## src/hdl/qpc_consts.svh

```systemverilog
// register offsets, field positions and reset values of the position counter
`ifndef QPC_CONSTS_SVH
`define QPC_CONSTS_SVH
`define QPC_OFS_CTRL      8'h00
`define QPC_OFS_FILT      8'h04
`define QPC_OFS_POS       8'h08
`define QPC_OFS_MAX       8'h0C
`define QPC_OFS_IRQ_STAT  8'h10
`define QPC_OFS_IRQ_CLR   8'h14
`define QPC_OFS_IRQ_EN    8'h18
`define QPC_BIT_ERR       15
`define QPC_BIT_INDEX     12
`define QPC_BIT_DIR       11
`define QPC_MODE_HI       10
`define QPC_MODE_LO       8
`define QPC_BIT_IDX_RST   2
`define QPC_BIT_IRQ_OFF   8
`define QPC_IRQ_ERR       0
`define QPC_IRQ_INDEX     1
`define QPC_IRQ_BITS      2
`define QPC_RST_REG       16'h0000
`define QPC_RST_MAX       16'hFFFF
`define QPC_ERR_DOWN      16'hFFFF
`endif

```

## src/hdl/qpc_pkg.sv

```systemverilog
// types shared by the position counter design
package qpc_pkg;
  typedef enum logic [2:0] {
    MODE_OFF      = 3'b000,
    MODE_X2_INDEX = 3'b100,
    MODE_X2_MATCH = 3'b101,
    MODE_X4_INDEX = 3'b110,
    MODE_X4_MATCH = 3'b111
  } decoder_mode_t;
  typedef struct packed {
    logic index_input;
    logic phase_b_input;
    logic phase_a_input;
  } enc_sample_t;
endpackage : qpc_pkg

```

## src/hdl/quadrature_position_counter.sv

```systemverilog
// quadrature encoder position counter with wishbone register slave
// What this block does
// - takes a first phase, a second phase and a once-per-turn index input.
// - keeps a 16-bit position count that moves by one on each count pulse, or wraps between the limit and zero in modes 101/111.
// - first phase leading the second is forward, lagging is reverse.
// - an internal direction signal alone decides up or down for each pulse.
// - a 3-bit mode field at bits 10:8 of the control register picks the mode.
// - count error checking runs only in the index-reset modes 110 and 100.
// - the checked count is compared with 0xFFFF down or limit plus one up.
// - a detected error sets the error flag at control bit 15 and asks an irq.
// - the error irq is held off while filter control bit 8 is set, flag still set.
// - after an error the count keeps running until it naturally wraps.
// - the natural wrap after an error raises no interrupt.
// - the error flag is read/write and stays set until software clears it.
// - modes 100/101 count on both edges of the first phase only.
// - modes 110/111 count on every single-phase edge of both phases; a change of both at once is not counted.
// - in index modes an index pulse clears the count only if index reset is on.
//
// Implementation choices: register access over Wishbone and the address map.
`include "qpc_consts.svh"
`timescale 1ns/1ps
`default_nettype none
module quadrature_position_counter
  import qpc_pkg::*;
(
  // clock and reset
  input  wire logic        clk,
  input  wire logic        sys_rst,
  // wishbone slave
  input  wire logic        wb_cyc_i,
  input  wire logic        wb_stb_i,
  input  wire logic        wb_we_i,
  input  wire logic [7:0]  wb_adr_i,
  input  wire logic [3:0]  wb_sel_i,
  input  wire logic [31:0] wb_dat_i,
  output logic      [31:0] wb_dat_o,
  output logic             wb_ack_o,
  // encoder pins
  input  wire logic        phase_a_input,
  input  wire logic        phase_b_input,
  input  wire logic        index_input,
  // interrupt
  output logic             irq
);

  enc_sample_t        sync1;
  enc_sample_t        sync2;
  enc_sample_t        prev;
  logic               count_direction;
  logic [15:0]        position_count;
  logic [15:0]        max_count_limit;
  logic               count_error_flag;
  logic               count_error_irq_disable;
  logic               index_reset_enable;
  decoder_mode_t      decoder_mode_select;
  logic [`QPC_IRQ_BITS-1:0] irq_stat;
  logic [`QPC_IRQ_BITS-1:0] irq_en;

  // pin synchronisers; sync1 feeds only sync2
  always_ff @(posedge clk) begin
    if (sys_rst) begin
      sync1 <= '0;
      sync2 <= '0;
      prev  <= '0;
    end else begin
      sync1 <= {index_input, phase_b_input, phase_a_input};
      sync2 <= sync1;
      prev  <= sync2;
    end
  end

  // edge and pulse decode
  logic a_chg;
  logic b_chg;
  logic both_chg;
  logic dir_now;
  logic cnt_pulse;
  logic idx_mode;
  logic max_mode;
  logic idx_edge;
  assign a_chg    = sync2.phase_a_input ^ prev.phase_a_input;
  assign b_chg    = sync2.phase_b_input ^ prev.phase_b_input;
  assign both_chg = a_chg & b_chg;
  // a leading b gives up on every single-phase edge
  assign dir_now  = sync2.phase_a_input ^ prev.phase_b_input;
  assign idx_mode = (decoder_mode_select == MODE_X2_INDEX) ||
                    (decoder_mode_select == MODE_X4_INDEX);
  assign max_mode = (decoder_mode_select == MODE_X2_MATCH) ||
                    (decoder_mode_select == MODE_X4_MATCH);
  always_comb begin
    case (decoder_mode_select)
      MODE_X2_INDEX, MODE_X2_MATCH: cnt_pulse = a_chg & ~b_chg;
      MODE_X4_INDEX, MODE_X4_MATCH: cnt_pulse = a_chg ^ b_chg;
      default:                      cnt_pulse = 1'b0;
    endcase
  end
  assign idx_edge = sync2.index_input & ~prev.index_input;

  // direction follows the last valid single-phase edge
  always_ff @(posedge clk) begin
    if (sys_rst) begin
      count_direction <= 1'b0;
    end else if ((a_chg ^ b_chg)) begin
      count_direction <= dir_now;
    end
  end

  // next count value from the direction signal alone
  logic        cnt_up;
  logic [15:0] next_pos;
  logic        err_det;
  logic        idx_rst;
  assign cnt_up = (a_chg ^ b_chg) ? dir_now : count_direction;
  always_comb begin
    if (cnt_up) begin
      if (max_mode && position_count == max_count_limit) begin
        next_pos = 16'h0000;
      end else begin
        next_pos = position_count + 16'h0001;
      end
    end else begin
      if (max_mode && position_count == 16'h0000) begin
        next_pos = max_count_limit;
      end else begin
        next_pos = position_count - 16'h0001;
      end
    end
  end
  // error values checked only in index modes, wrap itself is silent
  assign err_det = idx_mode && cnt_pulse && !both_chg &&
                   (cnt_up ? (next_pos == max_count_limit + 16'h0001)
                           : (next_pos == `QPC_ERR_DOWN));
  assign idx_rst = idx_mode && index_reset_enable && idx_edge;

  // wishbone decode; writes act on the acking edge
  logic        wr;
  logic [15:0] wmask;
  logic [15:0] wdat;
  assign wr    = wb_cyc_i & wb_stb_i & wb_we_i & wb_ack_o;
  assign wmask = {{8{wb_sel_i[1]}}, {8{wb_sel_i[0]}}};
  assign wdat  = wb_dat_i[15:0];
  logic wr_ctrl;
  logic wr_pos;
  assign wr_ctrl = wr && wb_adr_i == `QPC_OFS_CTRL;
  assign wr_pos  = wr && wb_adr_i == `QPC_OFS_POS;

  // position counter; software write beats hardware motion
  always_ff @(posedge clk) begin
    if (sys_rst) begin
      position_count <= `QPC_RST_REG;
    end else if (wr_pos) begin
      position_count <= (position_count & ~wmask) | (wdat & wmask);
    end else if (idx_rst) begin
      position_count <= 16'h0000;
    end else if (cnt_pulse) begin
      position_count <= next_pos;
    end
  end

  // control, filter and limit registers
  always_ff @(posedge clk) begin
    if (sys_rst) begin
      decoder_mode_select     <= MODE_OFF;
      index_reset_enable      <= 1'b0;
      count_error_irq_disable <= 1'b0;
      max_count_limit         <= `QPC_RST_MAX;
    end else if (wr) begin
      if (wb_adr_i == `QPC_OFS_CTRL && wb_sel_i[1]) begin
        decoder_mode_select <= decoder_mode_t'(wdat[`QPC_MODE_HI:`QPC_MODE_LO]);
      end
      if (wb_adr_i == `QPC_OFS_CTRL && wb_sel_i[0]) begin
        index_reset_enable <= wdat[`QPC_BIT_IDX_RST];
      end
      if (wb_adr_i == `QPC_OFS_FILT && wb_sel_i[1]) begin
        count_error_irq_disable <= wdat[`QPC_BIT_IRQ_OFF];
      end
      if (wb_adr_i == `QPC_OFS_MAX) begin
        max_count_limit <= (max_count_limit & ~wmask) | (wdat & wmask);
      end
    end
  end

  // error flag: a detection in the clearing cycle still sets it
  always_ff @(posedge clk) begin
    if (sys_rst) begin
      count_error_flag <= 1'b0;
    end else if (err_det) begin
      count_error_flag <= 1'b1;
    end else if (wr_ctrl && wb_sel_i[1]) begin
      count_error_flag <= wdat[`QPC_BIT_ERR];
    end
  end

  // sticky irq status, write-one clear, set beats clear
  logic [`QPC_IRQ_BITS-1:0] irq_set;
  logic [`QPC_IRQ_BITS-1:0] irq_clr;
  assign irq_set[`QPC_IRQ_ERR]   = err_det && !count_error_irq_disable;
  assign irq_set[`QPC_IRQ_INDEX] = idx_mode && idx_edge;
  assign irq_clr = (wr && wb_adr_i == `QPC_OFS_IRQ_CLR && wb_sel_i[0]) ?
                   wdat[`QPC_IRQ_BITS-1:0] : '0;
  always_ff @(posedge clk) begin
    if (sys_rst) begin
      irq_stat <= '0;
    end else begin
      irq_stat <= (irq_stat & ~irq_clr) | irq_set;
    end
  end
  always_ff @(posedge clk) begin
    if (sys_rst) begin
      irq_en <= '0;
    end else if (wr && wb_adr_i == `QPC_OFS_IRQ_EN && wb_sel_i[0]) begin
      irq_en <= wdat[`QPC_IRQ_BITS-1:0];
    end
  end
  // level output, registers feed it directly
  assign irq = |(irq_stat & irq_en);

  // read mux; unmapped offsets read zero and still ack
  logic [15:0] rdat;
  always_comb begin
    rdat = 16'h0000;
    case (wb_adr_i)
      `QPC_OFS_CTRL: begin
        rdat[`QPC_BIT_ERR]                 = count_error_flag;
        rdat[`QPC_BIT_INDEX]               = sync2.index_input;
        rdat[`QPC_BIT_DIR]                 = count_direction;
        rdat[`QPC_MODE_HI:`QPC_MODE_LO]    = decoder_mode_select;
        rdat[`QPC_BIT_IDX_RST]             = index_reset_enable;
      end
      `QPC_OFS_FILT:     rdat[`QPC_BIT_IRQ_OFF] = count_error_irq_disable;
      `QPC_OFS_POS:      rdat = position_count;
      `QPC_OFS_MAX:      rdat = max_count_limit;
      `QPC_OFS_IRQ_STAT: rdat[`QPC_IRQ_BITS-1:0] = irq_stat;
      `QPC_OFS_IRQ_EN:   rdat[`QPC_IRQ_BITS-1:0] = irq_en;
      default:           rdat = 16'h0000;
    endcase
  end

  // one wait state, ack drops the cycle after it is given
  always_ff @(posedge clk) begin
    if (sys_rst) begin
      wb_ack_o <= 1'b0;
      wb_dat_o <= 32'h0000_0000;
    end else begin
      wb_ack_o <= wb_cyc_i & wb_stb_i & ~wb_ack_o;
      wb_dat_o <= {16'h0000, rdat};
    end
  end

  // checks
  property p_ack_single;
    @(posedge clk) disable iff (sys_rst) wb_ack_o |=> !wb_ack_o;
  endproperty
  a_ack_single: assert property (p_ack_single) else $error("ack held two cycles");

  property p_forward;
    @(posedge clk) disable iff (sys_rst)
      (a_chg && !b_chg && sync2.phase_a_input && !sync2.phase_b_input) |=> count_direction;
  endproperty
  a_forward: assert property (p_forward) else $error("a leading b not forward");

  property p_step_one;
    @(posedge clk) disable iff (sys_rst)
      (cnt_pulse && !idx_rst && !wr_pos && idx_mode) |=>
        (position_count == $past(position_count) + 16'h0001) ||
        (position_count == $past(position_count) - 16'h0001);
  endproperty
  a_step_one: assert property (p_step_one) else $error("count did not move by one");

  property p_both_ignored;
    @(posedge clk) disable iff (sys_rst)
      (both_chg && !idx_rst && !wr_pos) |=> $stable(position_count);
  endproperty
  a_both_ignored: assert property (p_both_ignored) else $error("double change counted");

  property p_x2_b_ignored;
    @(posedge clk) disable iff (sys_rst)
      (!decoder_mode_select[1] && b_chg && !a_chg && !idx_rst && !wr_pos)
        |=> $stable(position_count);
  endproperty
  a_x2_b_ignored: assert property (p_x2_b_ignored) else $error("x2 counted phase b");

  property p_err_only_idx;
    @(posedge clk) disable iff (sys_rst)
      $rose(count_error_flag) |-> $past(idx_mode) || $past(wr_ctrl);
  endproperty
  a_err_only_idx: assert property (p_err_only_idx) else $error("error outside index mode");

  property p_err_sets;
    @(posedge clk) disable iff (sys_rst)
      err_det |=> count_error_flag ##1 (count_error_flag || $past(wr_ctrl));
  endproperty
  a_err_sets: assert property (p_err_sets) else $error("error flag not set");

  property p_err_irq_off;
    @(posedge clk) disable iff (sys_rst)
      (err_det && count_error_irq_disable && !irq_stat[`QPC_IRQ_ERR])
        |=> !irq_stat[`QPC_IRQ_ERR] && count_error_flag;
  endproperty
  a_err_irq_off: assert property (p_err_irq_off) else $error("disabled error irq raised");

  property p_flag_sticky;
    @(posedge clk) disable iff (sys_rst) (count_error_flag && !wr_ctrl) |=> count_error_flag;
  endproperty
  a_flag_sticky: assert property (p_flag_sticky) else $error("error flag dropped");

  property p_idx_reset;
    @(posedge clk) disable iff (sys_rst) (idx_rst && !wr_pos) |=> position_count == 16'h0000;
  endproperty
  a_idx_reset: assert property (p_idx_reset) else $error("index did not clear");

  c_error: cover property (@(posedge clk) disable iff (sys_rst) $rose(count_error_flag));
  c_index: cover property (@(posedge clk) disable iff (sys_rst) idx_rst);
  c_irq:   cover property (@(posedge clk) disable iff (sys_rst) $rose(irq));

endmodule : quadrature_position_counter
`default_nettype wire

```

## config.mk

```make
export PLATFORM = sky130hd
export DESIGN_NAME = quadrature_position_counter
export DESIGN_NICKNAME = d
export VERILOG_FILES = /design/src/hdl/qpc_pkg.sv /design/src/hdl/quadrature_position_counter.sv
export VERILOG_INCLUDE_DIRS = /design/src /design/src/hdl
export SDC_FILE = /design/constraint.sdc
export NUM_CORES = 1
export LEC_CHECK = 0
export BUFFER_PORTS_ARGS = -buffer_cell sky130_fd_sc_hd__buf_2
export CAP_MARGIN = 20
export CORE_MARGIN = 4
export CORE_UTILIZATION = 35
export CTS_CLUSTER_DIAMETER = 150
export CTS_CLUSTER_SIZE = 25
export DETAILED_ROUTE_END_ITERATION = 8
export PLACE_DENSITY = 0.55
export SLEW_MARGIN = 20
export SYNTH_ARGS = -nofsm -noshare
export SYNTH_HDL_FRONTEND = slang
export SYNTH_SLANG_ARGS = --single-unit
```

## constraint.sdc

```tcl
create_clock -name clk -period 2.65 [get_ports clk]
set_input_delay 0.265 -clock clk [delete_from_list [all_inputs] [get_ports clk]]
set_output_delay 0.265 -clock clk [all_outputs]
set_load 0.01 [all_outputs]
```

==> impl_results.md <==
* Outcome: finished with violations
* Failing checks: setup timing
* Cell chain of the critical path: buf_4, nand3_1, or3_1, o31a_1, nor3_1, o221ai_1, or4_4, o41ai_4
* TNS Setup at -0.230 ns
* Worst setup EP type: register
* Syn avg cell area at 7.83 um^2
* Fillers at 1,403
* CTS tree: built
* FF+latch area at 1390 um^2
* Cell Count, Final, Fillers Out at 977
* Area Overhead vs Synth at 33.6%
* Buf/Inv on CP at 1
* Cell Count Post-Placement at 961
* Pwr dens at 399 nW/um^2
* RR Endpoint: irq_stat[0]$_SDFF_PP0_
* Fmax at 0.359 GHz
* Via Count at 5,473
* Min Hold Slack at 0.137 ns
* Crit path time final at 2.78 ns
* Post-synth EDFFs at 0
* Die area at 16,500 um^2
* Number of DRC markers in iteration 0 at 479
* Clock Sinks at 69
* Max Cap Violations at 0
* Hold Crit Class: in -> reg
* Design Power at 2710 uW
* Critical path depth in cells at 8
* Clock-pin slew on the worst setup and hold paths at 0.06 ns
* Global-route wire length before repair at 29,800 um
* Port Buf Inserts at 51
* Vias in the first global route at 5,348
* Fin. max-slew vios at 0
* Layout cells sized above 1 at 33.4%
* GRT overflow at 0
* Sequential-to-total area share from yosys stat at 27.2%
* Initial cell density of the core at 36.2%
* Pleak at 0.00298 uW
* R2R Setup Slk at -0.13 ns
* Highest-count cells in the layout ignoring fill and taps: buf_4, nor2_1, dfxtp_1
* Crit path max-delay family: simple AND/OR/NAND/NOR gates
* Final wirelength at 19,200 um
* R2R depth at 8
* Worst-case vdd ir drop at 0.378 mV
* Die Ht at 128 um
* Routed len/inst at 19.6 um
* Final period utilization at 105%
* Slowest CP cell: or3_1
* Initial antenna violation count at 0
* Syn Std Cell Area at 5080 um^2
* Row count at 43
* Area occupied by multi-input gates at 3480 um^2
* Post-synth cell types at 70
* Ys flop type: dfxtp_1
* Hold violation total from the final report at 0
* Cts hold-fix bufs at 0
* Drt first pass iters at 6
* Skew-Pair Late Insertion Delay at 0.35 ns
* Core Region at 14,000 um^2
* Max_slew headroom at 57.2%
* Flip-flop and latch count after synthesis at 69
* # setup viols final at 2
* Setup Skew at 0.00862 ns
* RePlAce Congestion at 1.03
* Setup ws final at -0.134 ns
* Worst Setup Start Kind: register
* Nets at 851
* GRT Total Usage at 23.3%
* Routed Antenna Nets at 0
* Antenna Cells at 0
* Critical Path AT at 3.03 ns
* Io pins at 86
* CP Class: reg -> reg
* DRC Markers at 0
* Htree depth at 3
* Critical Path Max Stage Delay at 0.48 ns
* Root Buffer: clkbuf_16
* Synth Instances at 649
* CTS Buf Count at 9
* Largest net degree at the start of global routing at 64
* Worst-path fanout max at 4
* RSZ-0062 raised after global routing: true
* Crit path capture: irq_stat[0]$_SDFF_PP0_
* Worst-case clock buffer depth at 2
* Dpl hpwl at 14,900 um
* Worst-margin pin slew at 0.642 ns
* Chip width at 128 um
* Critical Path RT at 2.89 ns
* Yosys warnings at 0
* Post-synth ARST share at 0%
* Vias per inst at 5.60
* Leading cell type in the layout, fill and taps excluded: buf_4
-- through the flow --
| step | instance area [um^2] | utilization, % | setup WS [ns] |
|---|---|---|---|
| CTS | 6720 | 47.9 | -0.146 |
| floorplan | 5200 | - | -0.0249 |
| finish | 6790 | 48.3 | -0.134 |
| global route | 6790 | 48.3 | -0.241 |
| detailed placement | 6360 | 45.3 | -0.252 |
| global placement | 6360 | 45.3 | -0.216 |
-- cell type report --
type                       instances  area share [%]
sequential                        69            20.5
tap                              180            3.32
clock buffer                      14            4.04
inverter                           8           0.479
multi-input combinational        512            51.3
timing repair buffer             193            20.3
clock inverter                     1          0.0737
-- per-layer routing --
metal  routed length [um]  GRT usage, %
met4                  488          8.65
met5                    0             0
met1                 8520          31.9
met3                 1380          3.86
met2                 8780          36.9
-- repair_timing --
action                     CTS  global route
resized for setup           17            16
buffers inserted             1             0
setup endpoints to repair    2             4
pin swaps                    3             2
-- synthesized netlist by cell type (all sizes together) (4+ instances only) --
master	number	area (um^2)
nor2	75	284
clkbuf	26	97.6
xor2	33	289
and3	6	37.5
nor4	13	118
a211oi	18	135
o22ai	4	25.0
a21oi	24	128
buf	49	302
dfxtp	69	1380
xnor2	24	210
nand4	17	121
inv	8	30.0
and2	5	31.3
o31ai	4	30.0
mux2i	14	140
nor2b	17	106
nor3	19	110
nand4b	4	50.1
ha	6	75.1
nand3	24	120
a2bb2oi	4	35.0
o211ai	5	42.5
o21a	4	30.0
o21ai	18	90.1
or3	6	37.5
nand3b	10	75.1
mux2	9	101
a211o	11	96.3
a22oi	24	180
nand2b	4	25.0
or4	4	33.8
nand2	55	209
-- how the worst min path moves through the flow --
| stage | from | to | slack (ns) | cells after the start |
|---|---|---|---|---|
| 6_report | index_input | sync1[2]$_SDFF_PP0_ | 0.14 | 2 |
| 5_1_grt | wb_dat_i[13] | register | 0.15 | 2 |
| 4_1_cts | wb_dat_i[13] | register | 0.13 | 2 |
| 3_5_place_dp | sync1[1]$_SDFF_PP0_ | sync2[1]$_SDFF_PP0_ | 0.43 | 1 |
| 3_3_place_gp | sync1[1]$_SDFF_PP0_ | sync2[1]$_SDFF_PP0_ | 0.42 | 1 |
| 2_1_floorplan | wb_dat_i[14] | register | 0.38 | 1 |
-- worst register-to-register path, delay by kind of cell (launching register included) --
family / cells / cell delay (ns)
buf+inv: 1 / 0.16
simple gates: 4 / 1.44
compound gates: 3 / 0.71
flops: 1 / 0.36
-- logic make-up (layout without fill, tap and decap cells) --
family          Yosys count  after routing  synth area share (%)
simple gates            270            270                  28.5
other cells               1             16                0.0738
xor+xnor                 57             57                  9.83
buf+inv                  83            216                  8.45
flops                    69             69                  27.2
fa+ha+maj                 6              6                  1.48
mux                      23             23                  4.75
compound gates          140            140                  19.7
-- power by group --
part | internal, uW | leakage [uW] | switching [uW] | total [uW]
clock network | 703 | 0.000139 | 432 | 1140
logic | 232 | 0.00228 | 291 | 523
registers | 1050 | 0.000562 | 6.14 | 1050
No activity file was read; power rests on OpenSTA's default activity.
